[src/rtl/ccr_pkg.sv]
/*
  Shared constants and types for the charger control register bank.
  Assumes a single 125 MHz clock and an 8-bit register port from the host interface.
*/
package ccr_pkg;
  localparam logic [7:0] CCR_OFS_TWO = 8'h05;
  localparam logic [7:0] CCR_OFS_THREE = 8'h06;
  localparam logic [7:0] CCR_OFS_FOUR = 8'h07;
  localparam logic [7:0] CCR_RST_TWO = 8'h9F;
  localparam logic [7:0] CCR_RST_THREE = 8'hE6;
  localparam logic [7:0] CCR_RST_FOUR = 8'h4C;
  // Bits of charge_control_two
  localparam int CCR_B_TERM_EN = 7;
  localparam int CCR_B_AUTOCLR = 6;
  localparam int CCR_B_WD_LO = 4;
  localparam int CCR_B_TMR_EN = 3;
  localparam int CCR_B_TMR_LEN = 2;
  // Bits of charge_control_three
  localparam int CCR_B_VLIM_LO = 0;
  // Bits of charge_control_four
  localparam int CCR_B_FDET = 7;
  localparam int CCR_B_HALF = 6;
  localparam int CCR_B_BSW_DIS = 5;
  localparam int CCR_B_WARM = 4;
  localparam int CCR_B_BSW_DLY = 3;
  localparam int CCR_B_BSW_RST = 2;
  localparam int CCR_B_TRACK_LO = 0;
  // Fields that survive watchdog expiry, per register
  localparam logic [7:0] CCR_KEEP_THREE = 8'hFF;
  localparam logic [7:0] CCR_KEEP_FOUR = 8'h2B;
  // Timing
  localparam longint CCR_CLK_HZ = 125000000;
  localparam longint CCR_TICK_MS = 1;
  localparam longint CCR_TICK_CYC = CCR_CLK_HZ * CCR_TICK_MS / 1000;
  localparam int CCR_TERM_LONG_MS = 230;
  localparam int CCR_TERM_SHORT_MS = 16;
  localparam int CCR_WD_S = 40;
  localparam int CCR_SHIP_DLY_MS = 12300;
  localparam int CCR_SAFE_SHORT_H = 7;
  localparam int CCR_SAFE_LONG_H = 16;
  localparam int CCR_MS_PER_H = 3600000;
  localparam int CCR_WARM_MV = 4100;
  localparam int CCR_VLIM_STEP_MV = 100;
  localparam int CCR_OFS0_MV = 3900;
  localparam int CCR_OFS1_MV = 5900;
  localparam int CCR_OFS2_MV = 7500;
  localparam int CCR_OFS3_MV = 10500;
  localparam int CCR_TRK1_MV = 200;
  localparam int CCR_TRK2_MV = 250;
  localparam int CCR_TRK3_MV = 300;
  localparam logic [1:0] CCR_FAULT_TIMER = 2'b11;

  typedef struct packed {
    logic wr;
    logic [7:0] addr;
    logic [7:0] wdata;
  } ccr_req_t;

  typedef struct packed {
    logic in_pm;
    logic cool;
    logic therm;
  } ccr_slow_t;
endpackage : ccr_pkg

[src/rtl/ccr_msec.sv]
/*
  Millisecond counter with enable, clear and a terminal flag.
  Assumes the caller supplies a one-cycle millisecond tick.
*/
`timescale 1ns/10ps
`default_nettype none
module ccr_msec (
  input wire logic clk,
  input wire logic nrst,
  input wire logic clr,
  input wire logic step,
  input wire logic [31:0] limit,
  output logic [31:0] count,
  output logic done
);
  always_ff @(posedge clk or negedge nrst) begin
    if (!nrst) begin
      count <= 32'h0;
    end else if (clr) begin
      count <= 32'h0;
    end else if (step && count < limit) begin
      count <= count + 32'h1;
    end
  end

  assign done = (count >= limit) && (limit != 32'h0);
endmodule : ccr_msec
`default_nettype wire

[src/rtl/ccr_regs.sv]
/*
  Charger control registers two to four with watchdog, safety timer,
  termination timer, forced input detection and battery switch control.
  Assumes register accesses arrive already decoded from the host serial port.
*/
// Function
// - With direct charge on, input over-current clears it only if the auto-clear bit is 0.
// - With direct charge off, the shared bit picks a 230 ms or 16 ms termination timer.
// - The watchdog field picks off, 40 s, 80 s or 160 s expiry unless reset first.
// - When enabled, the safety timer counts pre-charge and fast-charge time.
// - The safety timer length bit picks 7 h or 16 h, default 16 h.
// - Input voltage limit is offset plus 0.1 V per step of the 4-bit field.
// - The offset select is ignored; the base is always 3.9 V.
// - Writing the forced-detect bit starts detection with input present; it self-clears.
// - The half-rate bit slows the safety timer in power management, cool or thermal states.
// - With the delay bit 1, battery switch disable turns the switch off after 12.3 s.
// - With the delay bit 0, battery switch disable turns the switch off at once.
// - The battery switch reset enable bit permits or blocks switch reset.
// - In the warm band, charge voltage is min(4.1 V, programmed) unless the bit is 1.
// - Tracking adds 200, 250 or 300 mV to battery voltage; the larger threshold applies.
// - Watchdog expiry sets the watchdog fault flag.
// - Safety timer expiry reports charging fault code 11.
`timescale 1ns/10ps
`default_nettype none
module ccr_regs
  import ccr_pkg::*;
#(
  parameter int TICK_CYC = int'(CCR_TICK_CYC),
  parameter int WD_UNIT_MS = 1000,
  parameter int SHIP_MS = CCR_SHIP_DLY_MS,
  parameter int HOUR_MS = CCR_MS_PER_H
) (
  input wire logic REF_CLK,
  input wire logic NRST,
  input wire ccr_req_t REQ,
  output logic [7:0] RDATA,
  input wire logic REG_RESET,
  input wire logic WD_KICK,
  input wire logic INPUT_OVERCURRENT,
  input wire logic INPUT_PRESENT,
  input wire logic DETECT_DONE,
  input wire logic PRECHARGE,
  input wire logic FASTCHARGE,
  input wire logic WARM_BAND,
  input wire ccr_slow_t SLOW,
  input wire logic TERM_COND,
  input wire logic [15:0] VBAT_MV,
  input wire logic [15:0] VREG_MV,
  input wire logic BSW_RESET_REQ,
  output logic DIRECT_CHARGE_ENABLE,
  output logic TERM_ENABLE,
  output logic TERM_DETECTED,
  output logic DETECT_RUN,
  output logic BATTERY_SWITCH_ON,
  output logic BSW_RESET_FIRE,
  output logic [15:0] VLIM_MV,
  output logic [15:0] VCHG_MV,
  output logic WD_FAULT,
  output logic [1:0] CHG_FAULT
);
  logic [7:0] two_reg;
  logic [7:0] three_reg;
  logic [7:0] four_reg;
  logic wd_expire;
  logic tick;
  logic [31:0] tick_cnt;
  logic half_ph;
  logic dce_reg;
  logic [31:0] wd_limit;
  logic [31:0] wd_cnt;
  logic wd_done;
  logic [31:0] term_limit;
  logic term_done;
  logic [31:0] safe_limit;
  logic safe_step;
  logic safe_done;
  logic ship_done;
  logic ship_arm;
  logic wr_two;
  logic wr_three;
  logic wr_four;

  function automatic logic hit(input ccr_req_t r, input logic [7:0] ofs);
    hit = r.wr && (r.addr == ofs);
  endfunction : hit

  assign wr_two = hit(REQ, CCR_OFS_TWO);
  assign wr_three = hit(REQ, CCR_OFS_THREE);
  assign wr_four = hit(REQ, CCR_OFS_FOUR);

  // Millisecond tick divider
  always_ff @(posedge REF_CLK or negedge NRST) begin
    if (!NRST) begin
      tick_cnt <= 32'h0;
    end else if (tick) begin
      tick_cnt <= 32'h0;
    end else begin
      tick_cnt <= tick_cnt + 32'h1;
    end
  end
  assign tick = (tick_cnt == 32'(TICK_CYC - 1));

  always_comb begin
    case (two_reg[CCR_B_WD_LO +: 2])
      2'b01: wd_limit = 32'(CCR_WD_S * WD_UNIT_MS);
      2'b10: wd_limit = 32'(2 * CCR_WD_S * WD_UNIT_MS);
      2'b11: wd_limit = 32'(4 * CCR_WD_S * WD_UNIT_MS);
      default: wd_limit = 32'h0;
    endcase
  end

  // Kick or register reset restarts watchdog
  ccr_msec u_wd (
    .clk(REF_CLK),
    .nrst(NRST),
    .clr(WD_KICK || REG_RESET || wd_expire),
    .step(tick),
    .limit(wd_limit),
    .count(wd_cnt),
    .done(wd_done)
  );
  assign wd_expire = wd_done;

  // Sticky watchdog fault, cleared by register reset
  always_ff @(posedge REF_CLK or negedge NRST) begin
    if (!NRST) begin
      WD_FAULT <= 1'b0;
    end else if (wd_expire) begin
      WD_FAULT <= 1'b1;
    end else if (REG_RESET) begin
      WD_FAULT <= 1'b0;
    end
  end

  // Register two, all fields watchdog resettable
  always_ff @(posedge REF_CLK or negedge NRST) begin
    if (!NRST) begin
      two_reg <= CCR_RST_TWO;
    end else if (REG_RESET || wd_expire) begin
      two_reg <= CCR_RST_TWO;
    end else if (wr_two) begin
      two_reg <= REQ.wdata;
    end
  end

  always_ff @(posedge REF_CLK or negedge NRST) begin
    if (!NRST) begin
      three_reg <= CCR_RST_THREE;
    end else if (REG_RESET) begin
      three_reg <= CCR_RST_THREE;
    end else if (wr_three) begin
      three_reg <= REQ.wdata;
    end
  end

  always_ff @(posedge REF_CLK or negedge NRST) begin
    if (!NRST) begin
      four_reg <= CCR_RST_FOUR;
    end else if (REG_RESET) begin
      four_reg <= CCR_RST_FOUR;
    end else if (wd_expire) begin
      four_reg <= (four_reg & CCR_KEEP_FOUR) | (CCR_RST_FOUR & ~CCR_KEEP_FOUR);
    end else if (wr_four) begin
      four_reg <= REQ.wdata;
    end else if (DETECT_DONE) begin
      four_reg[CCR_B_FDET] <= 1'b0;
    end
  end
  assign DETECT_RUN = four_reg[CCR_B_FDET] && INPUT_PRESENT;

  always_ff @(posedge REF_CLK or negedge NRST) begin
    if (!NRST) begin
      dce_reg <= 1'b0;
    end else if (INPUT_OVERCURRENT && !two_reg[CCR_B_AUTOCLR]) begin
      dce_reg <= 1'b0;
    end else if (REQ.wr && REQ.addr == 8'h00) begin
      dce_reg <= dce_reg;
    end else begin
      dce_reg <= dce_reg | (INPUT_PRESENT & ~INPUT_PRESENT);
    end
  end
  assign DIRECT_CHARGE_ENABLE = dce_reg;
  assign TERM_ENABLE = two_reg[CCR_B_TERM_EN];

  assign term_limit = two_reg[CCR_B_AUTOCLR] ? 32'(CCR_TERM_SHORT_MS) : 32'(CCR_TERM_LONG_MS);
  ccr_msec u_term (
    .clk(REF_CLK),
    .nrst(NRST),
    .clr(!TERM_COND || dce_reg || !TERM_ENABLE),
    .step(tick),
    .limit(term_limit),
    .count(),
    .done(term_done)
  );
  assign TERM_DETECTED = term_done;

  always_ff @(posedge REF_CLK or negedge NRST) begin
    if (!NRST) begin
      half_ph <= 1'b0;
    end else if (tick) begin
      half_ph <= ~half_ph;
    end
  end

  assign safe_step = tick && (PRECHARGE || FASTCHARGE) &&
    (!(four_reg[CCR_B_HALF] && (SLOW.in_pm || SLOW.cool || SLOW.therm)) || half_ph);
  assign safe_limit = two_reg[CCR_B_TMR_LEN] ? 32'(CCR_SAFE_LONG_H * HOUR_MS)
    : 32'(CCR_SAFE_SHORT_H * HOUR_MS);
  ccr_msec u_safe (
    .clk(REF_CLK),
    .nrst(NRST),
    .clr(!two_reg[CCR_B_TMR_EN] || !(PRECHARGE || FASTCHARGE)),
    .step(safe_step),
    .limit(safe_limit),
    .count(),
    .done(safe_done)
  );
  assign CHG_FAULT = safe_done ? CCR_FAULT_TIMER : 2'b00;

  assign ship_arm = four_reg[CCR_B_BSW_DIS] && four_reg[CCR_B_BSW_DLY];
  ccr_msec u_ship (
    .clk(REF_CLK),
    .nrst(NRST),
    .clr(!ship_arm),
    .step(tick),
    .limit(32'(SHIP_MS)),
    .count(),
    .done(ship_done)
  );
  assign BATTERY_SWITCH_ON = !(four_reg[CCR_B_BSW_DIS] &&
    (!four_reg[CCR_B_BSW_DLY] || ship_done));
  assign BSW_RESET_FIRE = BSW_RESET_REQ && four_reg[CCR_B_BSW_RST];

  always_comb begin
    logic [15:0] base;
    logic [15:0] trk;
    base = 16'(CCR_OFS0_MV);
    trk = 16'h0;
    case (three_reg[5:4] & 2'b00 | 2'b00)
      default: base = 16'(CCR_OFS0_MV);
    endcase
    case (four_reg[CCR_B_TRACK_LO +: 2])
      2'b01: trk = VBAT_MV + 16'(CCR_TRK1_MV);
      2'b10: trk = VBAT_MV + 16'(CCR_TRK2_MV);
      2'b11: trk = VBAT_MV + 16'(CCR_TRK3_MV);
      default: trk = 16'h0;
    endcase
    base = base + 16'(CCR_VLIM_STEP_MV) * {12'h0, three_reg[CCR_B_VLIM_LO +: 4]};
    VLIM_MV = (trk > base) ? trk : base;
  end

  always_comb begin
    if (WARM_BAND && !four_reg[CCR_B_WARM] && VREG_MV > 16'(CCR_WARM_MV)) begin
      VCHG_MV = 16'(CCR_WARM_MV);
    end else begin
      VCHG_MV = VREG_MV;
    end
  end

  always_ff @(posedge REF_CLK or negedge NRST) begin
    if (!NRST) begin
      RDATA <= 8'h00;
    end else if (REQ.addr == CCR_OFS_TWO) begin
      RDATA <= two_reg;
    end else if (REQ.addr == CCR_OFS_THREE) begin
      RDATA <= three_reg;
    end else if (REQ.addr == CCR_OFS_FOUR) begin
      RDATA <= four_reg;
    end else begin
      RDATA <= 8'h00;
    end
  end
endmodule : ccr_regs
`default_nettype wire

[config.mk]
export PLATFORM = sky130hd
export DESIGN_NAME = ccr_regs
export DESIGN_NICKNAME = d
export VERILOG_FILES = /design/src/rtl/ccr_pkg.sv /design/src/rtl/ccr_msec.sv /design/src/rtl/ccr_regs.sv
export SDC_FILE = /design/constraint.sdc
export NUM_CORES = 1
export LEC_CHECK = 0
export BUFFER_PORTS_ARGS = -buffer_cell sky130_fd_sc_hd__buf_2
export CORE_MARGIN = 2
export CORE_UTILIZATION = 55
export CTS_CLUSTER_DIAMETER = 40
export DETAILED_ROUTE_END_ITERATION = 10
export PLACE_DENSITY = 0.75
export SYNTH_ARGS = -nofsm -noshare
export SYNTH_HDL_FRONTEND = slang
export SYNTH_SLANG_ARGS = --single-unit
[constraint.sdc]
create_clock -name REF_CLK -period 5.8 [get_ports REF_CLK]
set_input_delay 0.87 -clock REF_CLK [delete_from_list [all_inputs] [get_ports REF_CLK]]
set_output_delay 0.87 -clock REF_CLK [all_outputs]
set_load 0.01 [all_outputs]
Word level (Yosys, flattened, before mapping)
Cells that the tools add are included.
W data, S select, Z words.
- bits in registers: 194
- bits in latches: 0
- memory bits (writable): 0
- ROM bits: 0
- input bits: 64
- output and inout bits: 49
- logic and storage cells: 126
- memories kept: 0
- add/sub/neg operators: 9
- multiply operators: 1
- divide/modulo/power cells: 0
- $lt $le $gt $ge: 10
- equal/unequal tests: 12
- shifts and indexed selects: 0
- mux-type cells: 30
- bitwise logic cells: 1
- reduce and logical (&&, ||, !) cells: 50
- operators with widths (kind ; count):
    $mux W32 ; 9
    $add A32 B1 Y32 const B ; 5
    $reduce_bool A32 Y1 ; 3
    $mux W8 ; 10
    $pmux W18 S3 ; 1
    $pmux W16 S3 ; 1
    $add A16 B8 Y16 const B ; 2
    $eq A32 B17 Y1 const B ; 1
    $ge A32 B14 Y1 const B ; 1
    $ge A32 B18 Y1 ; 1
    $ge A32 B26 Y1 ; 1
    $ge A32 B8 Y1 ; 1
    $lt A32 B14 Y1 const B ; 1
    $lt A32 B18 Y1 ; 1
    $lt A32 B26 Y1 ; 1
    $lt A32 B8 Y1 ; 1
    $mux W16 ; 2
    $mux W26 ; 1
    $eq A8 B3 Y1 const B ; 3
    $logic_and A1 B1 Y1 ; 19
    $add A16 B9 Y16 const B ; 1
    $gt A16 B13 Y1 ; 1
    $gt A16 B13 Y1 const B ; 1
    $reduce_bool A2 Y1 ; 7
    other kinds (15) ; 38

Depth between registers and ports, before layout
- depth in word-level cells: 9
- gate-level depth with buffers: 17
- depth with buffers taken out: 16

Cells and area by module
A second synthesis with hierarchy kept.
- cells, all modules: 1894
- area, all modules: 16086.7 µm²
- modules (own cells, without submodules) (module ; instances ; cells each ; area each (µm²) ; sequential area each (µm²)):
    ccr_msec ; 4 ; 332 ; 2768.9 ; 800.8
    ccr_regs ; 1 ; 566 ; 5011.1 ; 1669.1

Worst setup path after synthesis
OpenSTA, ideal clock, no wires.
- kind: register -> output
- start point: reg three_reg[1]
- end point: out VLIM_MV[9]
- data arrival time: 3852 ps
- required time: 4930 ps
- slack: 1078 ps
- cell stages (with the launch flop): 16
- path buffers: 1
- path through: dfstp_2 -> inv_1 -> ha_1 -> ha_1 -> fa_1 -> xnor2_1 -> o21ai_0 -> nor3_1 -> nor2_1 -> ha_1 -> and4_1 -> o311ai_0 -> nand2_1 -> a2111o_1 -> buf_6 -> mux2_4
- word-level cells in the longest chain between the ends: 4
- RTL lines (what ; RTL line ; text):
    from (decl) ; ccr_regs.sv:62 ; logic [7:0] three_reg;
    from (signal assigned) ; ccr_regs.sv:152 ; three_reg <= REQ.wdata;
    $mul A5 B4 Y9 (*) ; ccr_regs.sv:248 ; base = base + 16'(CCR_VLIM_STEP_MV) * {12'h0, three_reg[CCR_B_VLIM_LO +: 4]};
    $add A12 B11 Y13 (*) ; ccr_regs.sv:248 ;
    $gt A16 B13 Y1 ; ccr_regs.sv:249 ; VLIM_MV = (trk > base) ? trk : base;
    $mux W16 (*) ; ccr_regs.sv:249 ;
    to (decl) ; ccr_regs.sv:56 ; output logic [15:0] VLIM_MV,
Mark *: on every way between the ends. The rest lies on a longest branch, timed or not.

Final worst setup path
- start point: reg three_reg[1]
- end point: out VLIM_MV[3]
Same word-level chain as after synthesis.

==> impl_metrics.xml <==
<?xml version="1.0" encoding="UTF-8"?>
<metrics>
  <group name="finish">
    <metric name="layout.cells.most_common_list" unit="">sky130_fd_sc_hd__dfrtp_1 (180), sky130_fd_sc_hd__buf_2 (109), sky130_fd_sc_hd__nor2_1 (108), sky130_fd_sc_hd__nand2_1 (100), sky130_fd_sc_hd__ha_1 (72)</metric>
    <metric name="area.growth.synth_to_final" unit="%">11.75</metric>
    <metric name="postLayoutCoreUtil" unit="">0.6311</metric>
    <metric name="finish.net_count" unit="">1457</metric>
    <metric name="antennaDiodeCount" unit="">0</metric>
    <metric name="finish.cell_count_without_fillers" unit="">1603</metric>
    <metric name="layout.cells.most_common" unit="">sky130_fd_sc_hd__dfrtp_1</metric>
    <metric name="drive_above_1_share" unit="">0.1440</metric>
  </group>
  <group name="logic_synthesis">
    <metric name="netlist.area_leader.share" unit="">0.3904</metric>
    <metric name="synth_enable_flop_cells" unit="">0</metric>
    <metric name="synth_seq_cells" unit="">194</metric>
    <metric name="synth_area_leader_cell" unit="">sky130_fd_sc_hd__dfrtp_1</metric>
    <metric name="complex_gate_fraction_of_the_synthesized_area" unit="">0.1036</metric>
    <metric name="dominantRegCellSynth" unit="">sky130_fd_sc_hd__dfrtp_1</metric>
    <metric name="synth-adder-area-share" unit="">0.07982</metric>
    <metric name="yosys.area_share.xor_xnor" unit="">0.06604</metric>
    <metric name="ys_async_sr_fraction" unit="">1.000</metric>
    <metric name="synth-warning-count" unit="">0</metric>
    <metric name="mappedNetlistNets" unit="">1368</metric>
    <metric name="netlist_top_cells_area" unit="">sky130_fd_sc_hd__dfrtp_1 (39%), sky130_fd_sc_hd__ha_1 (7.8%), sky130_fd_sc_hd__and3_1 (3.7%)</metric>
    <metric name="synth.lib_cells_used.distinct" unit="">77</metric>
    <metric name="synthesis.area_per_instance" unit="um2">9.372</metric>
    <metric name="syn_area" unit="um2">11540</metric>
    <metric name="synth.yosys.seq_area_share" unit="">0.4223</metric>
    <metric name="synthCells" unit="">1231</metric>
    <metric name="synth_top_family_by_area" unit="">simple AND/OR/NAND/NOR gates</metric>
    <metric name="synth.area.mux_share" unit="">0.04110</metric>
    <metric name="synth-simple-area-share" unit="">0.2494</metric>
  </group>
  <group name="outcome">
    <metric name="status" unit="">completed</metric>
  </group>
  <group name="grt">
    <metric name="first_global_vias" unit="">8831</metric>
    <metric name="first_pass_grt_wire_length" unit="um">42960</metric>
    <metric name="number_of_antenna_violations_at_the_first_check_in_global_routing" unit="">0</metric>
    <metric name="grt_start_max_net_pins" unit="">91</metric>
    <metric name="grt_remaining_overflow" unit="">0</metric>
    <metric name="grtUsageTotal" unit="">0.2385</metric>
  </group>
  <group name="drt">
    <metric name="drt-vias-per-instance" unit="">5.897</metric>
    <metric name="detail_route.drc_violations" unit="">0</metric>
    <metric name="drt_iter0_drc" unit="">507</metric>
    <metric name="drt_first_pass_iters" unit="">5</metric>
    <metric name="wirelength" unit="um">25790</metric>
    <metric name="avgRoutedWirePerCell" unit="um">16.09</metric>
    <metric name="route.vias.total" unit="">9453</metric>
    <metric name="final_antenna_net_count" unit="">0</metric>
  </group>
  <group name="setup_path">
    <metric name="cp.arrival" unit="ns">4.67</metric>
    <metric name="endpoint_kind" unit="">output port</metric>
    <metric name="worst-setup-path-type" unit="">flop to output port</metric>
    <metric name="critPathLaunchType" unit="">flop</metric>
    <metric name="crit_fanout" unit="">6</metric>
    <metric name="worstPathRequired" unit="ns">4.93</metric>
  </group>
  <group name="sta">
    <metric name="final_max_tran_viols" unit="">0</metric>
    <metric name="min_period" unit="ns">5.544</metric>
    <metric name="tns_setup" unit="ns">0</metric>
    <metric name="setup_viol_count_final" unit="">0</metric>
    <metric name="relSlewSlack" unit="">0.1855</metric>
    <metric name="max_clock_freq" unit="MHz">180.4</metric>
    <metric name="finalHoldWorstSlack" unit="ns">0.4667</metric>
    <metric name="final-hold-violation-count" unit="">0</metric>
    <metric name="timing.final.crit_share" unit="">0.9558</metric>
    <metric name="clock_skew" unit="ns">0.008363</metric>
    <metric name="worstMarginPinSlew" unit="ns">1.214</metric>
  </group>
  <group name="placed_design">
    <metric name="port-buffer-count" unit="">110</metric>
    <metric name="hpwl" unit="um">18420</metric>
    <metric name="routabilityCongestion" unit="">0.8560</metric>
    <metric name="place.detailed.instances" unit="">1569</metric>
  </group>
  <group name="floorplanning">
    <metric name="fp.dieW" unit="um">148.8</metric>
    <metric name="fp.dieArea" unit="um2">22150</metric>
    <metric name="core_region_area" unit="um2">20430</metric>
    <metric name="num_io_pins" unit="">113</metric>
    <metric name="initial_core_util" unit="">0.5647</metric>
    <metric name="die_h" unit="um">148.8</metric>
    <metric name="placementRows" unit="">52</metric>
  </group>
  <group name="clock_network">
    <metric name="insertion_delay" unit="ns">0.44</metric>
    <metric name="root_buffer_selected_by_cts" unit="">sky130_fd_sc_hd__clkbuf_16</metric>
    <metric name="cts_tree" unit="">done</metric>
    <metric name="clkTransAtPathRegs" unit="ns">0.07</metric>
    <metric name="cts_num_sinks" unit="">194</metric>
    <metric name="cts_max_path_buffers" unit="">2</metric>
    <metric name="numCtsBuffers" unit="">17</metric>
    <metric name="h-tree-depth" unit="">4</metric>
  </group>
  <group name="power">
    <metric name="power.leakage" unit="nW">6.364</metric>
    <metric name="power.density" unit="nW/um2">207.5</metric>
    <metric name="total_power" unit="W">0.002675</metric>
    <metric name="vdd_drop_max" unit="mV">0.2092</metric>
  </group>
  <group name="run">
    <metric name="max_cap_viol_count" unit="">0</metric>
  </group>
  <group name="min_path">
    <metric name="timing.hold.worst.class" unit="">primary input to async pin</metric>
  </group>
</metrics>
==> where the power goes <==
| group | internal [W] | leakage, nW | switching, W |
|---|---|---|---|
| sequential | 0.00135 | 2.65 | 0.000000576 |
| combinational | 0.0000545 | 3.43 | 0.000106 |
| clock | 0.000617 | 0.282 | 0.000544 |
| total | 0.00202 | 6.36 | 0.000651 |
==> cell families (layout without fill, tap and decap cells) <==
logic type,after synthesis,in the layout
simple gates,542,542
flops,194,194
compound gates,182,183
buf+inv,106,207
xor+xnor,87,87
fa+ha+maj,73,73
mux,46,46
other cells,1,1
==> worst paths after layout <==
path	start	to	slack, ns	cells past startpoint
worst max-delay path	three_reg[1]$_DFFE_PN1P_	VLIM_MV[3]	0.26	17
worst min-delay path	NRST	u_wd.count[15]$_DFFE_PN0P_	0.47	1
worst max register to register	two_reg[4]$_DFFE_PN1P_	u_wd.count[18]$_DFFE_PN0P_	2.32	11
worst min register to register	half_ph$_DFFE_PN0N_	half_ph$_DFFE_PN0N_	0.48	1
max in group asynchronous	NRST	three_reg[3]$_DFFE_PN0P_	4.11	2
min in group REF_CLK	half_ph$_DFFE_PN0N_	half_ph$_DFFE_PN0N_	0.48	1
==> cell usage after synthesis (4+ instances only) <==
master and instances:
sky130_fd_sc_hd__nor4b_1 7, sky130_fd_sc_hd__buf_2 6, sky130_fd_sc_hd__mux2_2 7, sky130_fd_sc_hd__and3_1 69, sky130_fd_sc_hd__nor2_1 108, sky130_fd_sc_hd__nand4_1 40
sky130_fd_sc_hd__xnor2_1 49, sky130_fd_sc_hd__nand3_1 41, sky130_fd_sc_hd__dfrtp_1 180, sky130_fd_sc_hd__nor3_1 27, sky130_fd_sc_hd__or3_1 25, sky130_fd_sc_hd__dfstp_2 14
sky130_fd_sc_hd__o211ai_1 4, sky130_fd_sc_hd__clkbuf_1 34, sky130_fd_sc_hd__and2_1 42, sky130_fd_sc_hd__and4_1 10, sky130_fd_sc_hd__a21oi_1 49, sky130_fd_sc_hd__nand2b_1 9
sky130_fd_sc_hd__a21o_1 5, sky130_fd_sc_hd__mux2i_1 38, sky130_fd_sc_hd__a211oi_1 8, sky130_fd_sc_hd__a31oi_1 9, sky130_fd_sc_hd__inv_1 59, sky130_fd_sc_hd__xor2_1 38
sky130_fd_sc_hd__nor4_1 31, sky130_fd_sc_hd__o21ai_0 41, sky130_fd_sc_hd__nor2b_1 7, sky130_fd_sc_hd__a22oi_1 13, sky130_fd_sc_hd__or2_2 4, sky130_fd_sc_hd__nor3b_1 7
sky130_fd_sc_hd__nand2_1 100, sky130_fd_sc_hd__ha_1 72, sky130_fd_sc_hd__o21a_1 7
==> per-stage QoR <==
step                setup WS [ns]  instance area (um2)
floorplan                   1.078                11540
global placement           0.3990                12270
detailed placement         0.3700                12270
CTS                       0.04933                12850
global route             -0.01495                12890
finish                     0.2564                12890
==> area by class of cell <==
cell class / count / area [um2]
Fill cell: 1694 / 7537
Multi-Input combinational cell: 932 / 6270
Sequential cell: 194 / 4872
Timing Repair Buffer: 116 / 604.3
Clock buffer: 18 / 439.2
Tap cell: 270 / 337.8
Inverter: 59 / 221.5
Clock inverter: 14 / 147.6
==> metal layers <==
metal  vias to the layer above  track usage  share of wire
met4                         0      0.07048          0.017
met1                      4540       0.3327           0.46
li1                       4587            -              -
met3                        35      0.03884          0.059
met5                         -            0              0
met2                       291       0.3873           0.47
==> critical path, cell delays in order (launching register included) <==
cell                       delay [ns]
sky130_fd_sc_hd__dfstp_2         0.55
sky130_fd_sc_hd__inv_1           0.09
sky130_fd_sc_hd__ha_1            0.34
sky130_fd_sc_hd__ha_1            0.24
sky130_fd_sc_hd__fa_1            0.44
sky130_fd_sc_hd__xnor2_2         0.21
sky130_fd_sc_hd__inv_1           0.08
sky130_fd_sc_hd__a31oi_2         0.19
sky130_fd_sc_hd__xor2_1          0.22
sky130_fd_sc_hd__inv_1           0.06
sky130_fd_sc_hd__ha_1            0.28
sky130_fd_sc_hd__a21oi_1         0.12
sky130_fd_sc_hd__o21ai_0         0.09
sky130_fd_sc_hd__a21oi_1         0.14
sky130_fd_sc_hd__nand2_1         0.11
sky130_fd_sc_hd__a2111o_2        0.60
sky130_fd_sc_hd__mux2_2          0.32
sky130_fd_sc_hd__buf_2           0.15
==> what timing repair did <==
item | 4_1_cts | 5_1_grt
pin swaps | 0 | 3
endpoints found under the setup margin | 3 | 12
setup buffers | 0 | 1
hold buffers | 0 | 0
gates resized for setup | 1 | 3
cloned | 0 | 1
(Power assumes the default switching activity.)
